$ cat config.mk
export PLATFORM = sky130hd
export DESIGN_NAME = watchdog_timer_keyed
export DESIGN_NICKNAME = d
export VERILOG_FILES = /design/src/wdt_pkg.sv /design/src/wdt_count_if.sv /design/src/watchdog_timer_keyed.sv /design/src/wdt_sub_counter.sv
export SDC_FILE = /design/constraint.sdc
export NUM_CORES = 1
export LEC_CHECK = 0
export BUFFER_PORTS_ARGS = -buffer_cell sky130_fd_sc_hd__buf_2
export CORE_UTILIZATION = 45
export CTS_CLUSTER_DIAMETER = 50
export DETAILED_ROUTE_END_ITERATION = 10
export PLACE_DENSITY = 0.76
export SLEW_MARGIN = 20
export SYNTH_ARGS = -nofsm -noshare
export SYNTH_HDL_FRONTEND = slang
export SYNTH_SLANG_ARGS = --single-unit
$ cat constraint.sdc
create_clock -name aclk -period 3 [get_ports aclk]
set_input_delay 0.45 -clock aclk [delete_from_list [all_inputs] [get_ports aclk]]
set_output_delay 0.45 -clock aclk [all_outputs]
set_load 0.1 [all_outputs]
$ cat src/wdt_pkg.sv
// constants for the keyed watchdog: register map, field layout, reset values, timing
// assumes a 32-bit axi4-lite register bus and a 50 MHz system clock
package wdt_pkg;

  // ==========================================================================
  // register map (byte addresses)
  // ==========================================================================
  localparam logic [31:0] OFS_WATCHDOG_CONTROL    = 32'h0000_0000;
  localparam logic [31:0] OFS_SYSTEM_RESET_FLAGS  = 32'h0000_0004;
  localparam logic [31:0] OFS_WDT_STATUS          = 32'h0000_0008;
  localparam logic [31:0] OFS_IRQ_STATUS          = 32'h0000_000C;
  localparam logic [31:0] OFS_IRQ_MASK            = 32'h0000_0010;
  localparam logic [11:0] ADDR_DECODE_MASK        = 12'h0FFC;

  // decoded register selects
  localparam logic [2:0]  SEL_NONE   = 3'h0;
  localparam logic [2:0]  SEL_CTRL   = 3'h1;
  localparam logic [2:0]  SEL_FLAGS  = 3'h2;
  localparam logic [2:0]  SEL_STATUS = 3'h3;
  localparam logic [2:0]  SEL_ISTAT  = 3'h4;
  localparam logic [2:0]  SEL_IMASK  = 3'h5;

  // ==========================================================================
  // field layout and reset values
  // ==========================================================================
  localparam int          KEY_MSB          = 7;
  localparam int          KEY_LSB          = 3;
  localparam int          TSEL_MSB         = 2;
  localparam int          TSEL_LSB         = 0;
  localparam logic [7:0]  CTRL_RESET       = 8'h53;
  localparam logic [4:0]  KEY_ENABLE_A     = 5'h15;
  localparam logic [4:0]  KEY_ENABLE_B     = 5'h0A;
  localparam int          FLAG_IDLE_KEEP   = 7;
  localparam int          FLAG_KEY_RESET   = 0;
  localparam int          STAT_TIMEOUT     = 0;
  localparam int          STAT_POWERDOWN   = 1;
  localparam int          IRQ_W            = 3;
  localparam int          IRQ_TIMEOUT      = 0;
  localparam int          IRQ_KEY_RESET    = 1;
  localparam int          IRQ_HALT         = 2;
  localparam logic [IRQ_W-1:0] IRQ_MASK_RESET = 3'h0;
  localparam logic [1:0]  RESP_OKAY        = 2'h0;
  localparam logic [1:0]  RESP_SLVERR      = 2'h2;

  // ==========================================================================
  // timing
  // ==========================================================================
  localparam int          CNT_W            = 18;
  // exponent of the timeout for each select code
  localparam int          SEL_EXP [8]      = '{8, 10, 12, 14, 15, 16, 17, 18};
  // third subsidiary edge after a bad key lands 2 to 3 periods later
  localparam logic [1:0]  KEY_RESET_EDGES  = 2'h3;

  typedef enum logic [2:0] {
    ST_RUN     = 3'b001,
    ST_KEYWAIT = 3'b010,
    ST_KEYRST  = 3'b100
  } key_state_t;

endpackage : wdt_pkg

$ cat src/wdt_count_if.sv
// signals between the watchdog control logic and its subsidiary-clock counter
// assumes both ends sit on the same system clock
`timescale 1ns/1ps
interface wdt_count_if;
  import wdt_pkg::*;
  logic       tick;
  logic       clear;
  logic       run;
  logic [2:0] sel;
  logic       ovf;
  modport ctl     (input tick, input ovf, output clear, output run, output sel);
  modport counter (output tick, output ovf, input clear, input run, input sel);
endinterface : wdt_count_if

$ cat src/watchdog_timer_keyed.sv
// keyed watchdog timer with axi4-lite register access
// assumes a 50 MHz aclk, a synchronous sub_clk level and one-cycle core pulses
`timescale 1ns/1ps
module watchdog_timer_keyed
  import wdt_pkg::*;
(
  input  wire logic        aclk,
  input  wire logic        aresetn,
  input  wire logic [31:0] s_axi_awaddr,
  input  wire logic [2:0]  s_axi_awprot,
  input  wire logic        s_axi_awvalid,
  output wire logic        s_axi_awready,
  input  wire logic [31:0] s_axi_wdata,
  input  wire logic [3:0]  s_axi_wstrb,
  input  wire logic        s_axi_wvalid,
  output wire logic        s_axi_wready,
  output wire logic [1:0]  s_axi_bresp,
  output wire logic        s_axi_bvalid,
  input  wire logic        s_axi_bready,
  input  wire logic [31:0] s_axi_araddr,
  input  wire logic [2:0]  s_axi_arprot,
  input  wire logic        s_axi_arvalid,
  output wire logic        s_axi_arready,
  output wire logic [31:0] s_axi_rdata,
  output wire logic [1:0]  s_axi_rresp,
  output wire logic        s_axi_rvalid,
  input  wire logic        s_axi_rready,
  input  wire logic        sub_clk,
  input  wire logic        watchdog_clear_instruction,
  input  wire logic        halt_instruction,
  input  wire logic        lowpower_mode,
  output wire logic        device_reset,
  output wire logic        pc_sp_reset,
  output wire logic        idle_sysclk_keep,
  output wire logic        irq
);

  // ==========================================================================
  // state
  // ==========================================================================
  logic             awready_q;
  logic             wready_q;
  logic             bvalid_q;
  logic [1:0]       bresp_q;
  logic             arready_q;
  logic             rvalid_q;
  logic [1:0]       rresp_q;
  logic [31:0]      rdata_q;
  logic [31:0]      awaddr_q;
  logic [31:0]      wdata_q;
  logic [3:0]       wstrb_q;
  logic [7:0]       ctrl_q;
  logic             key_flag_q;
  logic             idle_keep_q;
  logic             timeout_flag_q;
  logic             powerdown_flag_q;
  logic [IRQ_W-1:0] irq_stat_q;
  logic [IRQ_W-1:0] irq_stat_d;
  logic [IRQ_W-1:0] irq_mask_q;
  logic [IRQ_W-1:0] irq_event;
  logic             irq_q;
  logic             device_reset_q;
  logic             pc_sp_reset_q;
  logic [1:0]       edge_cnt_q;
  key_state_t       st_q;
  logic             do_write;
  logic [2:0]       wr_sel;
  logic             wr_lane0;
  logic             key_fire;
  logic             ovf_normal;
  logic             ovf_lowpower;

  wdt_count_if cif ();

  wdt_sub_counter u_counter (
    .aclk    (aclk),
    .aresetn (aresetn),
    .sub_clk (sub_clk),
    .cif     (cif)
  );

  function automatic logic [2:0] reg_decode(input logic [31:0] addr);
    logic [31:0] a;
    a = {20'h0_0000, addr[11:0] & ADDR_DECODE_MASK};
    if (addr[31:12] != 20'h0_0000) begin
      reg_decode = SEL_NONE;
    end else if (a == OFS_WATCHDOG_CONTROL) begin
      reg_decode = SEL_CTRL;
    end else if (a == OFS_SYSTEM_RESET_FLAGS) begin
      reg_decode = SEL_FLAGS;
    end else if (a == OFS_WDT_STATUS) begin
      reg_decode = SEL_STATUS;
    end else if (a == OFS_IRQ_STATUS) begin
      reg_decode = SEL_ISTAT;
    end else if (a == OFS_IRQ_MASK) begin
      reg_decode = SEL_IMASK;
    end else begin
      reg_decode = SEL_NONE;
    end
  endfunction : reg_decode

  function automatic logic key_valid(input logic [4:0] key);
    key_valid = (key == KEY_ENABLE_A) || (key == KEY_ENABLE_B);
  endfunction : key_valid

  // ==========================================================================
  // axi4-lite write channel
  // ==========================================================================
  assign do_write = !awready_q && !wready_q && !bvalid_q;
  assign wr_sel   = reg_decode(awaddr_q);
  assign wr_lane0 = do_write && wstrb_q[0];

  always_ff @(posedge aclk) begin
    if (!aresetn) begin
      awready_q <= 1'b1;
      wready_q  <= 1'b1;
      bvalid_q  <= 1'b0;
      bresp_q   <= RESP_OKAY;
      awaddr_q  <= '0;
      wdata_q   <= '0;
      wstrb_q   <= '0;
    end else begin
      if (s_axi_awvalid && awready_q) begin
        awready_q <= 1'b0;
        awaddr_q  <= s_axi_awaddr;
      end
      if (s_axi_wvalid && wready_q) begin
        wready_q <= 1'b0;
        wdata_q  <= s_axi_wdata;
        wstrb_q  <= s_axi_wstrb;
      end
      if (do_write) begin
        bvalid_q <= 1'b1;
        bresp_q  <= (wr_sel == SEL_NONE) ? RESP_SLVERR : RESP_OKAY;
      end else if (bvalid_q && s_axi_bready) begin
        bvalid_q  <= 1'b0;
        awready_q <= 1'b1;
        wready_q  <= 1'b1;
      end
    end
  end

  // ==========================================================================
  // axi4-lite read channel
  // ==========================================================================
  always_ff @(posedge aclk) begin
    if (!aresetn) begin
      arready_q <= 1'b1;
      rvalid_q  <= 1'b0;
      rresp_q   <= RESP_OKAY;
      rdata_q   <= '0;
    end else begin
      if (s_axi_arvalid && arready_q) begin
        arready_q <= 1'b0;
        rvalid_q  <= 1'b1;
        rresp_q   <= RESP_OKAY;
        rdata_q   <= '0;
        case (reg_decode(s_axi_araddr))
          SEL_CTRL:   rdata_q[7:0] <= ctrl_q;
          SEL_FLAGS:  rdata_q[7:0] <= {idle_keep_q, 6'h00, key_flag_q};
          SEL_STATUS: rdata_q[1:0] <= {powerdown_flag_q, timeout_flag_q};
          SEL_ISTAT:  rdata_q[IRQ_W-1:0] <= irq_stat_q;
          SEL_IMASK:  rdata_q[IRQ_W-1:0] <= irq_mask_q;
          default:    rresp_q <= RESP_SLVERR;
        endcase
      end else if (rvalid_q && s_axi_rready) begin
        rvalid_q  <= 1'b0;
        arready_q <= 1'b1;
      end
    end
  end

  // ==========================================================================
  // key check and key-reset sequence
  // ==========================================================================
  assign key_fire = (st_q == ST_KEYRST);

  always_ff @(posedge aclk) begin
    if (!aresetn) begin
      st_q       <= ST_RUN;
      edge_cnt_q <= '0;
    end else begin
      case (st_q)
        ST_RUN: begin
          edge_cnt_q <= '0;
          if (!key_valid(ctrl_q[KEY_MSB:KEY_LSB])) begin
            st_q <= ST_KEYWAIT;
          end
        end
        ST_KEYWAIT: begin
          if (cif.tick) begin
            edge_cnt_q <= edge_cnt_q + 2'h1;
            if (edge_cnt_q == KEY_RESET_EDGES - 2'h1) begin
              st_q <= ST_KEYRST;
            end
          end
        end
        ST_KEYRST: begin
          st_q <= ST_RUN;
        end
        default: begin
          st_q <= ST_RUN;
        end
      endcase
    end
  end

  // ==========================================================================
  // control register
  // ==========================================================================
  always_ff @(posedge aclk) begin
    if (!aresetn) begin
      ctrl_q <= CTRL_RESET;
    end else if (key_fire) begin
      ctrl_q <= CTRL_RESET;
    end else if (wr_lane0 && wr_sel == SEL_CTRL) begin
      ctrl_q <= wdata_q[7:0];
    end
  end

  // counter is held clear while a bad key is pending
  assign cif.run   = (st_q == ST_RUN) && key_valid(ctrl_q[KEY_MSB:KEY_LSB]);
  assign cif.clear = watchdog_clear_instruction || halt_instruction;
  assign cif.sel   = ctrl_q[TSEL_MSB:TSEL_LSB];

  // ==========================================================================
  // reset flags and status
  // ==========================================================================
  always_ff @(posedge aclk) begin
    if (!aresetn) begin
      key_flag_q  <= 1'b0;
      idle_keep_q <= 1'b0;
    end else begin
      if (key_fire) begin
        key_flag_q <= 1'b1;
      end else if (wr_lane0 && wr_sel == SEL_FLAGS && !wdata_q[FLAG_KEY_RESET]) begin
        key_flag_q <= 1'b0;
      end
      if (wr_lane0 && wr_sel == SEL_FLAGS) begin
        idle_keep_q <= wdata_q[FLAG_IDLE_KEEP];
      end
    end
  end

  always_ff @(posedge aclk) begin
    if (!aresetn) begin
      timeout_flag_q   <= 1'b0;
      powerdown_flag_q <= 1'b0;
    end else begin
      if (cif.ovf) begin
        timeout_flag_q <= 1'b1;
      end else if (halt_instruction || watchdog_clear_instruction) begin
        timeout_flag_q <= 1'b0;
      end
      if (halt_instruction) begin
        powerdown_flag_q <= 1'b1;
      end else if (watchdog_clear_instruction) begin
        powerdown_flag_q <= 1'b0;
      end
    end
  end

  // ==========================================================================
  // reset outputs
  // ==========================================================================
  assign ovf_normal   = cif.ovf && !lowpower_mode;
  assign ovf_lowpower = cif.ovf && lowpower_mode;

  always_ff @(posedge aclk) begin
    if (!aresetn) begin
      device_reset_q <= 1'b0;
      pc_sp_reset_q  <= 1'b0;
    end else begin
      device_reset_q <= ovf_normal || key_fire;
      pc_sp_reset_q  <= ovf_lowpower;
    end
  end

  // ==========================================================================
  // interrupt status and mask
  // ==========================================================================
  assign irq_event = {halt_instruction, key_fire, cif.ovf};

  always_comb begin
    irq_stat_d = irq_stat_q;
    if (wr_lane0 && wr_sel == SEL_ISTAT) begin
      irq_stat_d = irq_stat_d & ~wdata_q[IRQ_W-1:0];
    end
    irq_stat_d = irq_stat_d | irq_event;
  end

  always_ff @(posedge aclk) begin
    if (!aresetn) begin
      irq_stat_q <= '0;
      irq_mask_q <= IRQ_MASK_RESET;
      irq_q      <= 1'b0;
    end else begin
      irq_stat_q <= irq_stat_d;
      if (wr_lane0 && wr_sel == SEL_IMASK) begin
        irq_mask_q <= wdata_q[IRQ_W-1:0];
      end
      irq_q <= |(irq_stat_d & irq_mask_q);
    end
  end

  assign s_axi_awready    = awready_q;
  assign s_axi_wready     = wready_q;
  assign s_axi_bvalid     = bvalid_q;
  assign s_axi_bresp      = bresp_q;
  assign s_axi_arready    = arready_q;
  assign s_axi_rvalid     = rvalid_q;
  assign s_axi_rresp      = rresp_q;
  assign s_axi_rdata      = rdata_q;
  assign device_reset     = device_reset_q;
  assign pc_sp_reset      = pc_sp_reset_q;
  assign idle_sysclk_keep = idle_keep_q;
  assign irq              = irq_q;
endmodule : watchdog_timer_keyed

$ cat src/wdt_sub_counter.sv
// subsidiary clock edge detector and watchdog divider counter
// assumes sub_clk is a slow level sampled synchronously by aclk
`timescale 1ns/1ps
module wdt_sub_counter
  import wdt_pkg::*;
(
  input  wire logic        aclk,
  input  wire logic        aresetn,
  input  wire logic        sub_clk,
  wdt_count_if.counter     cif
);

  logic             sub_q;
  logic [CNT_W-1:0] cnt_q;

  function automatic logic [CNT_W-1:0] limit_of(input logic [2:0] sel);
    limit_of = CNT_W'((32'd1 << SEL_EXP[sel]) - 32'd1);
  endfunction : limit_of

  // ==========================================================================
  // subsidiary clock rising edge
  // ==========================================================================
  always_ff @(posedge aclk) begin
    if (!aresetn) begin
      sub_q    <= sub_clk;
      cif.tick <= 1'b0;
    end else begin
      sub_q    <= sub_clk;
      cif.tick <= sub_clk & ~sub_q;
    end
  end

  // ==========================================================================
  // divider counter
  // ==========================================================================
  always_ff @(posedge aclk) begin
    if (!aresetn) begin
      cnt_q   <= '0;
      cif.ovf <= 1'b0;
    end else begin
      cif.ovf <= 1'b0;
      if (cif.clear || !cif.run) begin
        cnt_q <= '0;
      end else if (cif.tick) begin
        if (cnt_q == limit_of(cif.sel)) begin
          cnt_q   <= '0;
          cif.ovf <= 1'b1;
        end else begin
          cnt_q <= cnt_q + 1'b1;
        end
      end
    end
  end
endmodule : wdt_sub_counter

==> results.yml <==
placement:
  place_area_mm2: 0.00515
  dpl.hpwl_um: 7860
  gp_congestion: 0.772
  io_buffers: 98
floorplanning:
  rows: 36
  core-area_mm2: 0.00986
  io_pins: 162
  fp.dieArea_mm2: 0.0107
  die_x_um: 104
  start_util: 0.470
  die_h_um: 104
synthesis:
  ys_seq_area_frac: 0.436
  synth-edff-count: 0
  synthCells: 556
  ys_types: 52
  postSynthAreaPerCell_um2: 8.34
  ys_seq_elements: 101
  yosys.area.top_type: "dfxtp_1"
  ys_warn_count: 0
  yosys-top-cells-area: "dfxtp_1, nand2_1, a21boi_0, buf_4, nor2_1"
  synth_ff_type: "dfxtp_1"
  synth_top_cell_area_share: 0.436
  netlist_area_mm2: 0.00464
  postSynth.asyncResetShare: 0
critical_path:
  crit_fanout: 16
  start_kind: "flip-flop"
  cp-end-kind: "flip-flop"
  worstPathRequired_ps: 3270
  critical_path_class: "reg2reg"
  critPathArrivalTime_ps: 3070
layout:
  final_design_area_no_fill_mm2: 0.00539
  fin_nets: 769
  num_antenna_cells: 0
  final_cell_mix: "nand2_1, dfxtp_1, buf_2, nor2_1, a21boi_0"
  fillers: 932
  layout_commonest_cell: "nand2_1"
  layout-drive-gt1-share: 0.191
  synthToLayoutAreaGrowth_pct: 16.1
global_route:
  grt_pass1_wl_um: 18100
  grt_max_degree: 42
  grt_usage: 0.204
  grt-ovfl-total: 0
  antenna_found_initial: 0
  grt_pass1_vias: 3957
timing:
  maxSlewHeadroom: 0.327
  fmax_mhz: 357
  min_period_ps: 2800
  hold_viol: 0
  finalSetupViolations: 0
  worst_pin_slew_ps: 1010
  grt_setup_unrepaired: "no"
  maxSlewViolCount: 0
  fin_tns_setup_ps: 0
  period_share: 0.935
  skew_ps: 22.3
detailed_routing:
  first_iter_violations: 158
  first_pass_iters: 5
  finalWirelength_um: 10500
  drc: 0
  post_drt_wl_per_cell_um: 13.4
  routed-via-count: 4120
  viasPerCell: 5.24
  ant_nets: 0
cts:
  cts_tree: "done"
  cts_made_buffers: 9
  clock_latency_ps: 380
  clk_pin_slew_worst_paths_ps: 100
  cts-root-buf: "clkbuf_8"
  clockBufferDepth: 2
  cts_setup_buffers: 0
  htreeDepth: 3
  cts_sinks: 101
power_and_ir_drop:
  ir_worst_vdd_v: 0.000329
  total_power_mw: 2.76
  p_leak_nw: 2.29
  pwr_density_cell_mw_per_mm2: 512
job:
  max_cap_violations: 0
hold_path:
  hp-class: "in2reg"
outcome:
  outcome: "complete, no violations"
[worst paths after layout]
kind | startpoint | endpoint | slack (ps) | depth (start not counted)
setup / recovery | ctrl_q[0]$_SDFFE_PP1P_ | u_counter.cnt_q[17]$_SDFFE_PP0P_ | 200 | 9
hold reg to reg | u_counter.sub_q$_DFF_P_ | u_counter.cif.tick$_SDFF_PN0_ | 390 | 1
setup reg to reg | ctrl_q[0]$_SDFFE_PP1P_ | u_counter.cnt_q[17]$_SDFFE_PP0P_ | 200 | 9
hold / removal | sub_clk | u_counter.sub_q$_DFF_P_ | 190 | 1
[layer usage]
layer	up-vias	track usage	wire [um]
li1	2069	-	-
met1	1924	0.254	4750
met2	116	0.349	5150
met3	11	0.0503	504
met4	0	0.0590	127
met5	-	0	0
[final cells by class]
cell class	instances	area, um2	share of cell area
sequential	101	2020	0.375
inverter	11	41.3	0.00767
clock inverter	7	100	0.0186
clock buffer	9	124	0.0230
multi-input combinational	420	2380	0.443
timing repair buffer	105	547	0.102
tap	133	166	0.0309
[metrics by stage]
stage,setup WS (ps),cells,utilization,hold slack (ps)
2_1_floorplan,85.3,582,-,367
3_3_place_gp,224,770,0.522,372
3_5_place_dp,159,770,0.522,377
4_1_cts,151,786,0.545,186
5_1_grt,20.7,786,0.546,174
6_report,196,786,0.546,190
[Yosys cell counts (2+ instances only)]
cell,count
a21boi_0,29
a21oi_1,24
a22oi_1,9
a31oi_1,4
a41oi_1,3
and2_1,4
and3_1,7
and4_1,2
buf_2,2
buf_4,28
clkbuf_1,20
conb_1,2
dfxtp_1,101
ha_1,4
inv_1,11
mux2_2,2
mux2i_1,17
nand2_1,105
nand2b_1,6
nand3_1,18
nand4_1,11
nor2_1,50
nor2b_1,3
nor3_1,10
nor4_1,14
nor4b_1,3
nor4bb_1,2
o211ai_1,3
o21ai_0,15
o22ai_1,3
o31ai_1,2
or3_1,2
or4_1,2
xnor2_1,8
xor2_1,13
[cell families (layout without fill, tap and decap cells)]
| group | count (synthesis) | in the layout | synth area share |
|---|---|---|---|
| AND/OR/NAND/NOR | 244 | 244 | 0.246 |
| AO/OA/AOI/OAI | 104 | 104 | 0.152 |
| flip-flops | 101 | 101 | 0.436 |
| buffers and inverters | 61 | 132 | 0.0725 |
| XOR/XNOR | 21 | 21 | 0.0396 |
| multiplexers | 19 | 19 | 0.0415 |
| adder cells (fa/ha/maj) | 4 | 4 | 0.0108 |
| other | 2 | 28 | 0.00162 |
[repair_timing]
| action | in CTS | in global routing |
|---|---|---|
| hold buffers | 0 | 0 |
| endpoints found under the setup margin | 0 | 16 |
| resized for setup | 0 | 2 |
[state kept, by name, indices dropped and copies added, names as in the netlist, 2 cells and up]
signal,count
s_axi_rdata,8
edge_cnt_q,2
wdata_q,8
ctrl_q,8
irq_stat_q,3
irq_mask_q,3
st_q,3
u_counter.cnt_q,18
awaddr_q,30
[power by group]
part	leakage, nW	internal (mW)	switching [mW]	total (mW)
clock	0.112	0.415	0.529	0.944
sequential	0.822	1.38	0.0313	1.41
combinational	1.35	0.0943	0.306	0.400
total	2.29	1.89	0.866	2.76
[worst max-delay path: stages, from the launching register on]
cell      delay, ps
dfxtp_1         340
inv_1            60
ha_1            360
nor4bb_2        340
xor2_1          130
or4b_1          510
a311o_1         420
o311ai_4        280
buf_6           210
nor2_1           60
Note: power is estimated with default switching activity, not from simulation.
